==> src/verilog/tcm_regs.svh <==
// Register offsets, field positions, reset values and mode codes of the timer channel block.
`ifndef TCM_REGS_SVH
`define TCM_REGS_SVH

`define TCM_OFF_EVENT_GEN     8'h14
`define TCM_OFF_MODE_LOW      8'h18
`define TCM_OFF_CHAN_ENABLE   8'h20
`define TCM_OFF_CMP1          8'h34
`define TCM_OFF_CMP2          8'h38
`define TCM_OFF_STATUS        8'h44

`define TCM_RST_MODE_LOW      16'h0000
`define TCM_RST_CHAN_ENABLE   6'h00
`define TCM_RST_CMP           16'h0000

`define TCM_EG_UPDATE_BIT     0
`define TCM_EG_CHAN2_BIT      2

`define TCM_ML_C1_SEL_LSB     0
`define TCM_ML_C1_SEL_MSB     1
`define TCM_ML_C1_PRELOAD_BIT 3
`define TCM_ML_C1_MODE_LSB    4
`define TCM_ML_C1_MODE_MSB    6
`define TCM_ML_C1_CLEAR_BIT   7
`define TCM_ML_C2_SEL_LSB     8
`define TCM_ML_C2_SEL_MSB     9
`define TCM_ML_C2_PRELOAD_BIT 11
`define TCM_ML_C2_MODE_LSB    12
`define TCM_ML_C2_MODE_MSB    14
`define TCM_ML_C2_CLEAR_BIT   15

`define TCM_CE_C1_ENABLE_BIT  0
`define TCM_CE_C1_POL_BIT     1
`define TCM_CE_C1N_POL_BIT    3
`define TCM_CE_C2_ENABLE_BIT  4
`define TCM_CE_C2_POL_BIT     5

`define TCM_SEL_OUTPUT        2'h0
`define TCM_SEL_TI2_A         2'h1
`define TCM_SEL_TI2_B         2'h2
`define TCM_SEL_TRC           2'h3

`define TCM_OC_FROZEN         3'h0
`define TCM_OC_SET_MATCH      3'h1
`define TCM_OC_CLR_MATCH      3'h2
`define TCM_OC_TOGGLE         3'h3
`define TCM_OC_FORCE_LOW      3'h4
`define TCM_OC_FORCE_HIGH     3'h5
`define TCM_OC_PWM1           3'h6
`define TCM_OC_PWM2           3'h7

`endif

==> src/verilog/tcm_pkg.sv <==
// Types shared by the timer channel mode and update generator block.
package tcm_pkg;

	// Avalon-MM request from the bus master.
	typedef struct packed {
		logic [7:0]  address;
		logic        read;
		logic        write;
		logic [31:0] writedata;
		logic [3:0]  byteenable;
	} tcm_avs_req_t;

	// Where channel 2 takes its capture signal from.
	typedef enum logic [1:0] {
		TCM_SRC_NONE,
		TCM_SRC_INPUT_TWO,
		TCM_SRC_TRIGGER
	} tcm_cap_src_t;

	// Counter requests raised by a software update event.
	typedef struct packed {
		logic counter_clear;
		logic counter_reload;
		logic prescaler_clear;
	} tcm_upd_req_t;

endpackage : tcm_pkg

==> src/verilog/tcm_oc_ref.sv <==
// Output reference generator for one compare channel.
`include "tcm_regs.svh"

module tcm_oc_ref #(
	parameter int CW = 16
) (
	// Clock and reset.
	input  wire logic          i_clk,
	input  wire logic          i_arst_n,
	// Channel configuration.
	input  wire logic          i_is_output,
	input  wire logic [2:0]    i_mode,
	input  wire logic          i_clear_enable,
	// Counter side.
	input  wire logic [CW-1:0] i_counter,
	input  wire logic [CW-1:0] i_compare,
	input  wire logic          i_count_down,
	input  wire logic          i_filtered_external_trigger,
	// Reference out, active high.
	output logic               o_ref
);

	logic match;
	logic below;
	logic above;
	logic ref_next;

	assign match = (i_counter == i_compare);
	assign below = (i_counter < i_compare);
	assign above = (i_counter > i_compare);

	always_comb begin
		ref_next = o_ref;
		case (i_mode)
			`TCM_OC_FROZEN: ref_next = o_ref;
			`TCM_OC_SET_MATCH: if (match) ref_next = 1'b1;
			`TCM_OC_CLR_MATCH: if (match) ref_next = 1'b0;
			`TCM_OC_TOGGLE: if (match) ref_next = ~o_ref;
			`TCM_OC_FORCE_LOW: ref_next = 1'b0;
			`TCM_OC_FORCE_HIGH: ref_next = 1'b1;
			`TCM_OC_PWM1: ref_next = i_count_down ? ~above : below;
			`TCM_OC_PWM2: ref_next = i_count_down ? above : ~below;
			default: ref_next = o_ref;
		endcase
		// The trigger clear overrides whatever the mode asks for.
		if (i_clear_enable && i_filtered_external_trigger) begin
			ref_next = 1'b0;
		end
		if (!i_is_output) begin
			ref_next = o_ref;
		end
	end

	always_ff @(posedge i_clk or negedge i_arst_n) begin
		if (!i_arst_n) begin
			o_ref <= 1'b0;
		end else begin
			o_ref <= ref_next;
		end
	end

endmodule : tcm_oc_ref

==> src/verilog/tcm_top.sv <==
// Timer channel mode control, software event generation and channel outputs.
//
// What this block does
// - A software update request clears the main counter when counting up or center-aligned.
// - A software update request reloads the main counter with the auto-reload value when counting down and not center-aligned.
// - A software update request clears the prescaler in the same cycle as the counter action.
// - The update request bit is write-only, reads zero, self-clears, and writing zero does nothing.
// - Writing one to the channel 2 event bit creates a channel 2 event, writing zero does nothing.
// - The channel 2 direction field takes writes only while channel 2 is disabled.
// - Direction 00 makes channel 2 an output, 01 and 10 make it an input from timer input two.
// - Direction 11 makes channel 2 an input from the internal trigger, valid with an internal source.
// - With the clear enable set, the channel 1 reference is forced low while the external trigger is high.
// - The channel 1 reference is active high and drives both channel 1 outputs through their polarity bits.
// - Frozen mode keeps the channel 1 reference unchanged whatever the compare result.
// - Mode 001 drives the channel 1 reference high on a compare match.
// - Channel 2 has the same control fields as channel 1 at bits 15, 14:12, 11 and 9:8.
// - Mode 010 clears on match, 011 toggles on match, 100 forces low and 101 forces high.
// - Mode 110 is high while below the compare value counting up and while not above it counting down, 111 is the inverse.
//
// The Avalon-MM register port is this design's own decision.
`include "tcm_regs.svh"

module tcm_top #(
	parameter int CW = 16
) (
	// Clock and reset.
	input  wire logic                 i_clk,
	input  wire logic                 i_arst_n,
	// Avalon-MM slave.
	input  wire tcm_pkg::tcm_avs_req_t i_avs,
	output logic [31:0]               o_avs_readdata,
	output logic                      o_avs_waitrequest,
	// Counter core.
	input  wire logic [CW-1:0]        i_main_counter_value,
	input  wire logic                 i_count_down,
	input  wire logic                 i_center_aligned,
	input  wire logic                 i_counter_update_event,
	output tcm_pkg::tcm_upd_req_t     o_update_req,
	// Trigger and input signals.
	input  wire logic                 i_filtered_external_trigger,
	input  wire logic                 i_timer_input_two,
	input  wire logic                 i_internal_trigger_capture_source,
	// Channel 2 input side.
	output logic                      o_chan2_event,
	output logic                      o_chan2_capture_in,
	output tcm_pkg::tcm_cap_src_t     o_chan2_capture_src,
	// Channel outputs.
	output logic                      o_chan1_main_output,
	output logic                      o_chan1_complement_output,
	output logic                      o_chan2_main_output
);

	////////////////////////////////////////////////////////////////////////////////
	// Registers and bus decode.

	logic [15:0]   mode_low_reg;
	logic [5:0]    chan_enable_reg;
	logic [CW-1:0] cmp_reg      [2];
	logic [CW-1:0] cmp_act_reg  [2];
	logic          wait_reg;
	logic [31:0]   rdata_next;
	logic          bus_req;
	logic          wr_take;
	logic [31:0]   wmask;
	logic [1:0]    chan_ref;
	logic          update_now;
	logic          ti2_meta_reg;
	logic          ti2_sync_reg;

	logic [1:0] chan1_direction_select;
	logic [1:0] chan2_direction_select;
	logic [2:0] chan1_compare_mode;
	logic [2:0] chan2_compare_mode;
	logic       chan1_ref_clear_enable;
	logic       chan2_ref_clear_enable;
	logic       chan1_enable_bit;
	logic       chan2_enable_bit;

	assign chan1_direction_select = mode_low_reg[`TCM_ML_C1_SEL_MSB:`TCM_ML_C1_SEL_LSB];
	assign chan2_direction_select = mode_low_reg[`TCM_ML_C2_SEL_MSB:`TCM_ML_C2_SEL_LSB];
	assign chan1_compare_mode     = mode_low_reg[`TCM_ML_C1_MODE_MSB:`TCM_ML_C1_MODE_LSB];
	assign chan2_compare_mode     = mode_low_reg[`TCM_ML_C2_MODE_MSB:`TCM_ML_C2_MODE_LSB];
	assign chan1_ref_clear_enable = mode_low_reg[`TCM_ML_C1_CLEAR_BIT];
	assign chan2_ref_clear_enable = mode_low_reg[`TCM_ML_C2_CLEAR_BIT];
	assign chan1_enable_bit       = chan_enable_reg[`TCM_CE_C1_ENABLE_BIT];
	assign chan2_enable_bit       = chan_enable_reg[`TCM_CE_C2_ENABLE_BIT];

	assign bus_req = i_avs.read | i_avs.write;
	// A write lands on the edge where the master sees waitrequest low.
	assign wr_take = i_avs.write & ~wait_reg;
	assign wmask   = {{8{i_avs.byteenable[3]}}, {8{i_avs.byteenable[2]}},
			{8{i_avs.byteenable[1]}}, {8{i_avs.byteenable[0]}}};

	// One wait cycle, then one cycle with waitrequest low.
	always_ff @(posedge i_clk or negedge i_arst_n) begin
		if (!i_arst_n) begin
			wait_reg <= 1'b1;
		end else if (bus_req && wait_reg) begin
			wait_reg <= 1'b0;
		end else begin
			wait_reg <= 1'b1;
		end
	end

	always_comb begin
		rdata_next = 32'h0000_0000;
		case (i_avs.address)
			`TCM_OFF_EVENT_GEN: rdata_next = 32'h0000_0000;
			`TCM_OFF_MODE_LOW: rdata_next[15:0] = mode_low_reg;
			`TCM_OFF_CHAN_ENABLE: rdata_next[5:0] = chan_enable_reg;
			`TCM_OFF_CMP1: rdata_next[CW-1:0] = cmp_reg[0];
			`TCM_OFF_CMP2: rdata_next[CW-1:0] = cmp_reg[1];
			`TCM_OFF_STATUS: rdata_next[3:0] = {o_chan2_capture_src, chan_ref};
			default: rdata_next = 32'h0000_0000;
		endcase
	end

	// Read data is captured while waitrequest is still high and holds over the answer cycle.
	always_ff @(posedge i_clk or negedge i_arst_n) begin
		if (!i_arst_n) begin
			o_avs_readdata <= 32'h0000_0000;
		end else if (i_avs.read && wait_reg) begin
			o_avs_readdata <= rdata_next;
		end
	end

	assign o_avs_waitrequest = wait_reg;

	////////////////////////////////////////////////////////////////////////////////
	// Mode control register.

	always_ff @(posedge i_clk or negedge i_arst_n) begin
		if (!i_arst_n) begin
			mode_low_reg <= `TCM_RST_MODE_LOW;
		end else if (wr_take && i_avs.address == `TCM_OFF_MODE_LOW) begin
			mode_low_reg[15:10] <= (mode_low_reg[15:10] & ~wmask[15:10])
					| (i_avs.writedata[15:10] & wmask[15:10]);
			mode_low_reg[7:2] <= (mode_low_reg[7:2] & ~wmask[7:2])
					| (i_avs.writedata[7:2] & wmask[7:2]);
			// A live channel keeps its direction.
			if (!chan2_enable_bit && i_avs.byteenable[1]) begin
				mode_low_reg[`TCM_ML_C2_SEL_MSB:`TCM_ML_C2_SEL_LSB] <=
						i_avs.writedata[`TCM_ML_C2_SEL_MSB:`TCM_ML_C2_SEL_LSB];
			end
			if (!chan1_enable_bit && i_avs.byteenable[0]) begin
				mode_low_reg[`TCM_ML_C1_SEL_MSB:`TCM_ML_C1_SEL_LSB] <=
						i_avs.writedata[`TCM_ML_C1_SEL_MSB:`TCM_ML_C1_SEL_LSB];
			end
		end
	end

	////////////////////////////////////////////////////////////////////////////////
	// Channel enable and polarity register.

	always_ff @(posedge i_clk or negedge i_arst_n) begin
		if (!i_arst_n) begin
			chan_enable_reg <= `TCM_RST_CHAN_ENABLE;
		end else if (wr_take && i_avs.address == `TCM_OFF_CHAN_ENABLE && i_avs.byteenable[0]) begin
			chan_enable_reg <= i_avs.writedata[5:0];
		end
	end

	////////////////////////////////////////////////////////////////////////////////
	// Software event generation.

	assign update_now = wr_take && i_avs.address == `TCM_OFF_EVENT_GEN
			&& i_avs.byteenable[0] && i_avs.writedata[`TCM_EG_UPDATE_BIT];

	// Each request is a one-cycle pulse; nothing is stored, so the bit reads back zero.
	always_ff @(posedge i_clk or negedge i_arst_n) begin
		if (!i_arst_n) begin
			o_update_req <= '0;
		end else begin
			o_update_req.counter_clear   <= update_now
					&& (!i_count_down || i_center_aligned);
			o_update_req.counter_reload  <= update_now
					&& i_count_down && !i_center_aligned;
			o_update_req.prescaler_clear <= update_now;
		end
	end

	always_ff @(posedge i_clk or negedge i_arst_n) begin
		if (!i_arst_n) begin
			o_chan2_event <= 1'b0;
		end else begin
			o_chan2_event <= wr_take && i_avs.address == `TCM_OFF_EVENT_GEN
					&& i_avs.byteenable[0] && i_avs.writedata[`TCM_EG_CHAN2_BIT];
		end
	end

	////////////////////////////////////////////////////////////////////////////////
	// Compare values with optional preload, and the two reference generators.

	genvar ch;
	generate
		for (ch = 0; ch < 2; ch++) begin : g_chan
			localparam logic [7:0] OFF = (ch == 0) ? `TCM_OFF_CMP1 : `TCM_OFF_CMP2;
			localparam int PL_BIT = (ch == 0) ? `TCM_ML_C1_PRELOAD_BIT : `TCM_ML_C2_PRELOAD_BIT;
			logic is_output;
			logic [2:0] mode;
			logic clr_en;

			assign is_output = (ch == 0) ? (chan1_direction_select == `TCM_SEL_OUTPUT)
					: (chan2_direction_select == `TCM_SEL_OUTPUT);
			assign mode   = (ch == 0) ? chan1_compare_mode : chan2_compare_mode;
			assign clr_en = (ch == 0) ? chan1_ref_clear_enable : chan2_ref_clear_enable;

			always_ff @(posedge i_clk or negedge i_arst_n) begin
				if (!i_arst_n) begin
					cmp_reg[ch] <= `TCM_RST_CMP;
				end else if (wr_take && i_avs.address == OFF) begin
					cmp_reg[ch] <= (cmp_reg[ch] & ~wmask[CW-1:0])
							| (i_avs.writedata[CW-1:0] & wmask[CW-1:0]);
				end
			end

			// The active value follows at once, or waits for an update event under preload.
			always_ff @(posedge i_clk or negedge i_arst_n) begin
				if (!i_arst_n) begin
					cmp_act_reg[ch] <= `TCM_RST_CMP;
				end else if (!mode_low_reg[PL_BIT] || i_counter_update_event
						|| o_update_req.prescaler_clear) begin
					cmp_act_reg[ch] <= cmp_reg[ch];
				end
			end

			tcm_oc_ref #(
				.CW (CW)
			) u_ref (
				.i_clk                       (i_clk),
				.i_arst_n                    (i_arst_n),
				.i_is_output                 (is_output),
				.i_mode                      (mode),
				.i_clear_enable              (clr_en),
				.i_counter                   (i_main_counter_value),
				.i_compare                   (cmp_act_reg[ch]),
				.i_count_down                (i_count_down),
				.i_filtered_external_trigger (i_filtered_external_trigger),
				.o_ref                       (chan_ref[ch])
			);
		end
	endgenerate

	////////////////////////////////////////////////////////////////////////////////
	// Channel outputs through their polarity bits.

	always_ff @(posedge i_clk or negedge i_arst_n) begin
		if (!i_arst_n) begin
			o_chan1_main_output       <= 1'b0;
			o_chan1_complement_output <= 1'b0;
			o_chan2_main_output       <= 1'b0;
		end else begin
			o_chan1_main_output       <= chan_ref[0]
					^ chan_enable_reg[`TCM_CE_C1_POL_BIT];
			o_chan1_complement_output <= ~chan_ref[0]
					^ chan_enable_reg[`TCM_CE_C1N_POL_BIT];
			o_chan2_main_output       <= chan_ref[1]
					^ chan_enable_reg[`TCM_CE_C2_POL_BIT];
		end
	end

	////////////////////////////////////////////////////////////////////////////////
	// Channel 2 capture source selection.

	always_ff @(posedge i_clk or negedge i_arst_n) begin
		if (!i_arst_n) begin
			ti2_meta_reg <= 1'b0;
			ti2_sync_reg <= 1'b0;
		end else begin
			ti2_meta_reg <= i_timer_input_two;
			ti2_sync_reg <= ti2_meta_reg;
		end
	end

	// The trigger source is only meaningful when an internal trigger is selected upstream.
	always_ff @(posedge i_clk or negedge i_arst_n) begin
		if (!i_arst_n) begin
			o_chan2_capture_src <= tcm_pkg::TCM_SRC_NONE;
			o_chan2_capture_in  <= 1'b0;
		end else begin
			case (chan2_direction_select)
				`TCM_SEL_TI2_A, `TCM_SEL_TI2_B: begin
					o_chan2_capture_src <= tcm_pkg::TCM_SRC_INPUT_TWO;
					o_chan2_capture_in  <= ti2_sync_reg;
				end
				`TCM_SEL_TRC: begin
					o_chan2_capture_src <= tcm_pkg::TCM_SRC_TRIGGER;
					o_chan2_capture_in  <= i_internal_trigger_capture_source;
				end
				default: begin
					o_chan2_capture_src <= tcm_pkg::TCM_SRC_NONE;
					o_chan2_capture_in  <= 1'b0;
				end
			endcase
		end
	end

endmodule : tcm_top

==> config.mk <==
export PLATFORM = sky130hd
export DESIGN_NAME = tcm_top
export DESIGN_NICKNAME = d
export VERILOG_FILES = /design/src/verilog/tcm_pkg.sv /design/src/verilog/tcm_oc_ref.sv /design/src/verilog/tcm_top.sv
export VERILOG_INCLUDE_DIRS = /design/src /design/src/verilog
export SDC_FILE = /design/constraint.sdc
export NUM_CORES = 1
export LEC_CHECK = 0
export ABC_AREA = 1
export ABC_CLOCK_PERIOD_IN_PS = 4500
export BUFFER_PORTS_ARGS = -buffer_cell sky130_fd_sc_hd__buf_2
export CAP_MARGIN = 0
export CORE_UTILIZATION = 60
export DETAILED_ROUTE_END_ITERATION = 7
export GPL_TIMING_DRIVEN = 0
export MAX_ROUTING_LAYER = met4
export PLACE_DENSITY_LB_ADDON = 0.3
export SLEW_MARGIN = 10
export SYNTH_ARGS = -nofsm -noshare
export SYNTH_HDL_FRONTEND = slang
export SYNTH_SLANG_ARGS = --single-unit
==> constraint.sdc <==
create_clock -name i_clk -period 4.5 [get_ports i_clk]
set_clock_uncertainty 0.15 [all_clocks]
set_input_delay 0.9 -clock i_clk [delete_from_list [all_inputs] [get_ports i_clk]]
set_output_delay 0.9 -clock i_clk [all_outputs]
set_load 0.05 [all_outputs]
* Yosys cells after proc, flatten, opt, wreduce, memory -nomap -nowiden
Cells that the tools add are included.
Storage, ports and cells: register bits after elaboration 117, output and inout port bits 43, bits of input ports 70
Cells by class: magnitude comparators 4, eq/ne operators 33, reductions and logical operators 38, bitwise gates (word level) 26, mux-type cells 20
Operator list (count):
- $and A16 B16 Y16 | 3
- $eq A16 B16 Y1 | 2
- $gt A16 B16 Y1 | 2
- $lt A16 B16 Y1 | 2
- $or A16 B16 Y16 | 2
- $pmux W10 S3 | 1
- $and A6 B6 Y6 | 4
- $eq A3 B3 Y1 const B | 8
- $eq A8 B6 Y1 const B | 3
- $pmux W4 S5 | 1
- $logic_and A1 B1 Y1 | 18
- $ne A3 B1 Y1 const B | 6
- $eq A8 B5 Y1 const B | 2
- $not A16 Y16 | 1
- $pmux W1 S7 | 2
- $mux W1 | 13
- $eq A3 B2 Y1 const B | 4
- $not A6 Y6 | 2
- $or A6 B6 Y6 | 2
- $reduce_and A5 Y1 | 2
- $eq A8 B7 Y1 const B | 1
- $pmux W2 S4 | 1
- $not A1 Y1 | 7
- $eq A3 B1 Y1 const B | 2
- 14 further kinds | 30

* Depth between registers and ports, before layout
Gate-level depths: netlist of the first run.
depth after elaboration 7, gate-level depth with buffers 16, gate-level depth less buffers 16

* Modules after synthesis
From an unflattened synthesis of the first run, not the netlist that was laid out.
Unflattened totals: cells, all modules 709, area, all modules 6376.1 um2
By module, submodules not included:
- tcm_top | area an instance 5201.2 um2, instances 1, cells an instance 521
- tcm_oc_ref at g_chan[0].u_ref | area an instance 609.3 um2, instances 1, cells an instance 94
- tcm_oc_ref at g_chan[1].u_ref | area an instance 565.5 um2, instances 1, cells an instance 94

* Worst setup path after synthesis of the first run
No wires, ideal clock.
path kind input port to flip-flop, start point input i_main_counter_value[15], end point register g_chan[0].u_ref.o_ref, setup slack 2.336 ns, data required time 4.285 ns, stages 11, arrival time 1.950 ns, path buffers 0, path through ha_1 -> nand2_1 -> nor2_1 -> nand4_1 -> nor2_1 -> o21ai_0 -> nand3_1 -> nand2_1 -> nor2_1 -> nand2_1 -> nand2_1
Between the ends: word-level cells in the longest chain between the ends 5, elaborated cells on any way between the ends 13
RTL lines:
- start, declared | RTL line tcm_top.sv:34 | input wire logic [CW-1:0] i_main_counter_value,
- $lt A16 B16 Y1 / $gt A16 B16 Y1 (equally long branches) | RTL line tcm_oc_ref.sv:29, tcm_oc_ref.sv:30
- $not A1 Y1, on equally long branches | RTL line tcm_oc_ref.sv:42, tcm_oc_ref.sv:41
- $mux W1, on equally long branches | RTL line tcm_oc_ref.sv:42, tcm_oc_ref.sv:41
- $pmux W1 S7 | RTL line tcm_oc_ref.sv:34 | case (i_mode)
- $mux W1 | RTL line tcm_oc_ref.sv:46 | if (i_clear_enable && i_filtered_external_trigger) begin
- end signal, assigned | RTL line tcm_oc_ref.sv:58 | o_ref <= ref_next;
- end, declared | RTL line tcm_oc_ref.sv:20 | output logic o_ref
Several ways; a longest one is shown, not always the timed one. A chain may end at the register's enable or synchronous reset.

* Worst setup path after layout of the first run
start point register wait_reg (netlist: o_avs_waitrequest), end point output o_avs_waitrequest
RTL lines:
- start, declared | RTL line tcm_top.sv:60 | logic wait_reg;
- start signal, assigned | RTL line tcm_top.sv:97 | wait_reg <= 1'b1;
- start signal, assigned | RTL line tcm_top.sv:99 | wait_reg <= 1'b0;
- start signal, assigned | RTL line tcm_top.sv:101 | wait_reg <= 1'b1;
- end, declared | RTL line tcm_top.sv:32 | output logic o_avs_waitrequest,
No word-level cell between the ends.

==> results of run 1 <==
==> routing by layer <==
layer	part of all wire, %	global-route usage, %	vias up
li1	-	-	2434
met5	0	-	-
met1	41	40.6	2457
met2	50	51.2	258
met4	1.8	11.6	0
met3	7.1	6.09	24
==> through the flow <==
stage / hold slack [ns] / setup WS (ns)
final: 0.154 / 2.08
after global routing: 0.192 / 2.06
after CTS: 0.158 / 2.07
after detailed placement: 0.199 / 1.79
after global placement: 0.187 / 1.13
after floorplan: 0.181 / 2.34
==> cell type report <==
| class | instances | area (µm²) | area share, % |
|---|---|---|---|
| buffer | 30 | 201 | 2.80 |
| tap | 133 | 166 | 2.32 |
| inverter | 109 | 412 | 5.73 |
| sequential | 117 | 2930 | 40.8 |
| multi-input combinational | 465 | 2530 | 35.2 |
| timing repair buffer | 79 | 424 | 5.90 |
| clock buffer | 26 | 478 | 6.65 |
| clock inverter | 4 | 47.5 | 0.662 |
==> power groups by stage <==
stage	Clock (µW)	Combinational, µW	Sequential (µW)
floorplan	0	131	1150
global route	1250	300	1100
global placement	0	254	1110
finish	1210	272	1100
CTS	1210	272	1100
detailed placement	0	268	1120
==> path summary, 6_finish.rpt <==
path,cells after the start,endpoint,from
worst max-delay path,1,o_avs_waitrequest,o_avs_waitrequest
worst min-delay path,1,async pin,i_arst_n
worst max register to register,12,g_chan[1].u_ref.o_ref,cmp_act_reg[7]
worst min register to register,0,ti2_sync_reg,ti2_meta_reg
max in group asynchronous,2,o_avs_readdata[11],i_arst_n
min in group i_clk,0,ti2_sync_reg,ti2_meta_reg
==> cell usage in the layout, fill, tap and decap left out, types with 2 or more instances in the layout <==
cell       Yosys  routed
o21ai_1       23      23
nand2_1      192     192
clkbuf_1       8      14
nand4_1        5       5
clkbuf_16      0      16
clkbuf_8       0       4
inv_2         12      12
nor2_1        30      30
a22o_1         2       2
nand2_4        3       3
nor2_4         3       3
mux2_2         6       6
nor3_1         6       6
a21o_1         2       2
ha_1          34      34
nor3_4         2       2
buf_6          3       4
nor2_2         3       3
nand3_4        2       2
nand3_1       17      17
inv_1         96      96
nand3_2        2       2
a21oi_1       36      36
nand2_2        3       3
dfrtp_1      116     116
mux2i_1       10      10
buf_4         17      17
o21ai_0       62      62
xor2_1         2       2
conb_1         1      16
clkinv_2       0       2
buf_2          2      79
==> synth_stat cells, drive strengths merged (5+ instances only) <==
| cell type | instances |
|---|---|
| mux2 | 6 |
| nand2 | 198 |
| buf | 22 |
| nor3 | 9 |
| inv | 109 |
| nand3 | 21 |
| clkbuf | 8 |
| nor2 | 37 |
| a21oi | 36 |
| nand4 | 5 |
| o21ai | 85 |
| mux2i | 10 |
| dfrtp | 116 |
| ha | 34 |
==> logic make-up (layout without fill, tap and decap cells) <==
group	Yosys count	count (layout)	share of synthesized area, %
AOI/OAI and AO/OA	126	126	10.7
muxes	16	16	2.79
xor gates and xnor gates	3	3	0.437
other	1	16	0.0624
DFF	117	117	48.7
and+or+nand+nor	270	270	20.0
buffers and inverters	139	248	10.2
adders and majority gates	34	34	7.08
==> metrics.cfg, run 1 <==
[outcome]
status = finished clean

[critical_path]
path_class = reg2out
cp_slowest_stage_delay_ns = 0.57
cp_slowest_cell = dfstp_2
rrSetupSlack_ns = 2.43
crit_path_start_kind = flip-flop
cp_max_fo = 4
crit_buf_inv = 1
arrival_ns = 1.37
crit_path_end_kind = output pin
path_cells = buf_2
critPathRequiredTime_ns = 3.45
critical-path-top-delay-family = flip-flops

[global_routing]
grt_pass1_wl_mm = 24.2
antenna_found_initial = 0
first_global_vias = 5075
grt_max_degree = 73
track_usage_pct = 31.9
grt.overflow.total = 0

[synth]
synth_top_cell_area_share_pct = 48.3
yosys.area.top_type = dfrtp_1
synthFlopType = dfrtp_1
netlist_instances = 706
ys_top_cells_by_area = dfrtp_1 48%, nand2_1 12%, ha_1 7.1%, inv_1 6.0%, o21ai_0 5.2%
async_flop_share_pct = 100
seq_area_frac_synth_pct = 48.7
postSynthAreaPerCell_um2 = 8.52
ys_types = 35
synth.cell_area_mm2 = 0.00601
synth_edf_count = 0
ys_seq_elements = 117
ys.warnings.count = 0

[die]
coreArea_mm2 = 0.00973
dieArea_mm2 = 0.0104
die_x_um = 102
die_h_um = 102
rows = 36
ioPinCount = 113
start_util_pct = 61.8

[final_layout]
diodes = 0
fin_util_pct = 73.8
fillerInstances = 678
synthToLayoutAreaGrowth_pct = 19.5
layout-drive-gt1-share_pct = 19.9
fin_area_mm2 = 0.00718
fin_nets = 923
fin_cells = 963

[power_and_ir_drop]
swShare_pct = 25.3
pwr-share-comb_pct = 10.5
powerDensity_mw_per_mm2 = 359
p_sw_uw = 651
leakagePower_uw = 0.00387
ir_worst_vdd_mv = 0.271
total_power_uw = 2580
pwr-share-seq_pct = 42.7
internal_power_uw = 1930
pwr-share-clk_pct = 46.8

[sta]
period_share_pct = 53.8
min_period_ns = 2.42
max_freq_mhz = 413
setup-tns-final_ns = 0
setup_viol = 0
rsz0062_at_grt = no
hold_viol = 0
slew_violations = 0

[min_path]
hp-class = in2async

[route]
drt_iter0_markers = 544
drc = 0
vias = 5173
ant_nets = 0
drt_wl_total_mm = 15.1
routedWlPerCell_um = 15.6
dr.pass1.iters = 6
routed_via_density = 5.37

[cts]
cts_hold_buf = 0
cts_tree = built
h-tree-depth = 4
numCtsBuffers = 17
insertion_delay_ns = 0.52
ctsResizeCount = 0
post_cts.repair.setup_buffers = 0
ctsRootBufferMaster = clkbuf_8
cts.sinks = 117
clk_pin_slew_ns = 0.06
ctsLongestPathBuffers = 2

[placement]
io_buffers = 78
place_congestion = 0.940
placed_area_mm2 = 0.00666
dp_hpwl_mm = 10.9
place_inst = 933

[job]
maxCapViolCount = 0

Note: power is estimated with default switching activity, not from simulation.
==> inputs of run 2 (changes only) <==
--- a/config.mk
+++ b/config.mk
@@ -6,11 +6,11 @@
 export SDC_FILE = /design/constraint.sdc
 export NUM_CORES = 1
 export LEC_CHECK = 0
-export ABC_AREA = 1
-export ABC_CLOCK_PERIOD_IN_PS = 4500
+export ABC_AREA = 0
+export ABC_CLOCK_PERIOD_IN_PS = 2000
 export BUFFER_PORTS_ARGS = -buffer_cell sky130_fd_sc_hd__buf_2
 export CAP_MARGIN = 0
-export CORE_UTILIZATION = 60
+export CORE_UTILIZATION = 50
 export DETAILED_ROUTE_END_ITERATION = 7
 export GPL_TIMING_DRIVEN = 0
 export MAX_ROUTING_LAYER = met4
==> constraint.sdc (replaced) <==
create_clock -name i_clk -period 2 [get_ports i_clk]
set_clock_uncertainty 0.15 [all_clocks]
set_input_delay 0.4 -clock i_clk [delete_from_list [all_inputs] [get_ports i_clk]]
set_output_delay 0.4 -clock i_clk [all_outputs]
set_load 0.05 [all_outputs]
==> metrics.cfg, run 2 <==
[outcome]
status = finished with violations  ; was finished clean
violations = setup timing

[global_routing]
grt_max_degree = 95  ; was 73
track_usage_pct = 25.9  ; was 31.9%
first_global_vias = 4475  ; was 5075
antenna_found_initial = 0  ; unchanged
grt_pass1_wl_mm = 22.1  ; was 24.2 mm
grt.overflow.total = 0  ; unchanged

[route]
ant_nets = 0  ; unchanged
drt_wl_total_mm = 14.0  ; was 15.1 mm
routed_via_density = 5.59  ; was 5.37
drc = 0  ; unchanged
vias = 4267  ; was 5173
drt_iter0_markers = 268  ; was 544
dr.pass1.iters = 5  ; was 6
routedWlPerCell_um = 18.3  ; was 15.6 µm

[cts]
cts.sinks = 117  ; unchanged
cts_tree = built  ; unchanged
clk_pin_slew_ns = 0.05  ; was 0.06 ns
ctsRootBufferMaster = clkbuf_16  ; was clkbuf_8
h-tree-depth = 4  ; unchanged
numCtsBuffers = 17  ; unchanged
insertion_delay_ns = 0.40  ; was 0.52 ns
ctsLongestPathBuffers = 2  ; unchanged

[final_layout]
diodes = 0  ; unchanged
regArea_mm2 = 0.00293  ; unchanged
final_cell_mix = 116 x dfrtp_1, 78 x buf_2, 70 x mux2_2  ; was 192 x nand2_1, 116 x dfrtp_1, 96 x inv_1
multi_input_area_mm2 = 0.00283  ; was 0.00253 mm²
fin_util_pct = 67.1  ; was 73.8%
fin_cells = 763  ; was 963
final_common_cell = dfrtp_1  ; was nand2_1
fin_nets = 715  ; was 923
layout-drive-gt1-share_pct = 40.4  ; was 19.9%
fin_area_mm2 = 0.00743  ; was 0.00718 mm²
synthToLayoutAreaGrowth_pct = 28.0  ; was 19.5%
fillerInstances = 788  ; was 678

[placement]
dp_hpwl_mm = 10.1  ; was 10.9 mm
place_inst = 723  ; was 933
place_congestion = 0.829  ; was 0.940
io_buffers = 77  ; was 78
placed_area_mm2 = 0.00653  ; was 0.00666 mm²

[synth]
yosys.cell_count.top_type = dfrtp_1  ; was nand2_1
netlist_instances = 490  ; was 706
ys.warnings.count = 0  ; unchanged
ys_top_cells_by_area = dfrtp_1 50%, mux2_2 14%, ha_1 7.3%, inv_1 2.5%, nand2_1 2.5%  ; was dfrtp_1 48%, nand2_1 12%, ha_1 7.1%, inv_1 6.0%, o21ai_0 5.2%
synth_top_cells_by_count = 116 x dfrtp_1, 72 x mux2_2, 39 x inv_1, 39 x nand2_1, 34 x ha_1  ; was 192 x nand2_1, 116 x dfrtp_1, 96 x inv_1, 62 x o21ai_0, 36 x a21oi_1
ys_types = 56  ; was 35
yosys.area.top_type = dfrtp_1  ; unchanged
synth_top_cell_area_share_pct = 50.0  ; was 48.3%
postSynthAreaPerCell_um2 = 11.8  ; was 8.52 µm²
ys_seq_elements = 117  ; unchanged
async_flop_share_pct = 100  ; unchanged
synth.cell_area_mm2 = 0.00580  ; was 0.00601 mm²
synth_edf_count = 0  ; unchanged
synthFlopType = dfrtp_1  ; unchanged
seq_area_frac_synth_pct = 50.5  ; was 48.7%

[sta]
hold_viol = 0  ; unchanged
min_period_ns = 2.34
setup_ws_ns = -0.344  ; was 2.08 ns
slew-limit-headroom_pct = 60.2
tightest_slew_ns = 0.597
setup_viol = 2  ; was 0
rsz0062_at_grt = yes  ; was no
max_freq_mhz = 427
slew_violations = 0  ; unchanged
setup-tns-final_ns = -0.480  ; was 0 ns
period_share_pct = 117

[critical_path]
path_class = reg2reg  ; was reg2out
arrival_ns = 2.48  ; was 1.37 ns
critPathRequiredTime_ns = 2.14  ; was 3.45 ns
cp-startpoint = cmp_act_reg[31]  ; was o_avs_waitrequest
crit_path_end_kind = flip-flop  ; was output pin
r2r_start = cmp_act_reg[31]  ; was cmp_act_reg[7]
critical-path-top-delay-family = compound AO/OA/AOI/OAI gates  ; was flip-flops
cp_slowest_cell = nor4_4  ; was dfstp_2
cp_slowest_stage_delay_ns = 0.37  ; was 0.57 ns
cp_max_fo = 3  ; was 4
crit_buf_inv = 1  ; unchanged
path_cells = inv_2, ha_4, nand4_1, nor4_4, nand2_1, a31o_1, a211oi_2, o21ai_1, a22o_1  ; was buf_2
crit_path_start_kind = flip-flop  ; unchanged

[min_path]
hp-class = in2reg  ; was in2async
hold_start = i_avs[36]

[power_and_ir_drop]
leakagePower_uw = 0.00364  ; was 0.00387 µW
powerDensity_mw_per_mm2 = 847  ; was 359 mW/mm²
ir_worst_vdd_mv = 0.724  ; was 0.271 mV

[die]
start_util_pct = 52.4  ; was 61.8%
die_x_um = 110  ; was 102 µm
die_h_um = 110  ; was 102 µm
rows = 38  ; was 36
coreArea_mm2 = 0.0111  ; was 0.00973 mm²
ioPinCount = 113  ; unchanged
dieArea_mm2 = 0.0120  ; was 0.0104 mm²

[job]
maxCapViolCount = 0  ; unchanged

run 2: cell types whose count changed in the layout (fill, tap and decap cells not counted), sizes merged, moves of 5 or more:
cell,change
nand3,-14
buf,+5
a21oi,-16
clkbuf,-5
nand2,-157
mux2i,-9
mux2,+78
o21ai,-62
inv,-70
nor2,-25
nor3,-6
a222oi,+9
a22oi,+6
nor2b,+5
run 2: area by class of cell:
type	count	share of cell area (%)
Multi-Input combinational cell	321	38.1
Buffer	26	2.31
Clock buffer	22	6.65
Tap cell	140	2.36
Clock inverter	9	1.99
Timing Repair Buffer	89	7.16
Sequential cell	117	39.4
Inverter	39	1.97
run 2: logic make-up after synthesis:
family / share of synthesized area, %
flops: 50.5
simple gates: 8.95
compound gates: 10.3
mux: 16.9
buf+inv: 5.43
fa+ha+maj: 7.33
xor+xnor: 0.604
other cells: 0.0646
run 2: power breakdown:
group | total (µW) | internal, µW | switching (µW)
combinational | 567 | 195 | 372
clock | 3250 | 2230 | 1010
sequential | 2480 | 2430 | 46.6
run 2: worst paths after layout:
kind,to,slack (ns),cells after the start
worst min-delay path,o_avs_waitrequest,0.02,2
worst max-delay path,g_chan[0].u_ref.o_ref,-0.34,9
min in group asynchronous,cmp_act_reg[16],0.26,2
worst min register to register,ti2_sync_reg,0.20,0
max in group asynchronous,o_avs_waitrequest,0.70,3
worst max register to register,g_chan[0].u_ref.o_ref,-0.34,9
run 2: per-stage QoR:
| step | worst slack (ns) | power, µW | hold slack (ns) |
|---|---|---|---|
| floorplan | -0.0863 | 2840 | -0.0456 |
| global placement | -0.935 | 3030 | 0.186 |
| detailed placement | -0.536 | 3060 | 0.118 |
| CTS | -0.257 | 6310 | 0.00753 |
| global route | -0.436 | 6500 | 0.0160 |
| finish | -0.344 | 6290 | 0.0181 |
run 2: repair_timing:
action                                 4_1_cts  5_1_grt
pin swaps                                    5        5
resized for setup                           16       13
endpoints found under the hold margin       24        0
buffers inserted                             7        2
setup endpoints to repair                   61       52
hold buffers                                 2        0
run 2: worst reg2reg max path, stage by stage, from the launching register on:
cell and delay [ns]:
dfrtp_1 0.36, inv_2 0.06, ha_4 0.27, nand4_1 0.20, nor4_4 0.37, nand2_1 0.13
a31o_1 0.20, a211oi_2 0.21, o21ai_1 0.11, a22o_1 0.19
run 2: per-layer routing:
metal  global-route usage (%)  vias up  wire (µm)
met4                     9.33        0        201
met3                     5.51       23        797
met1                     30.5     2111       5610
li1                         -     1983          -
met2                     43.7      150       7360
met5                        -        -          0
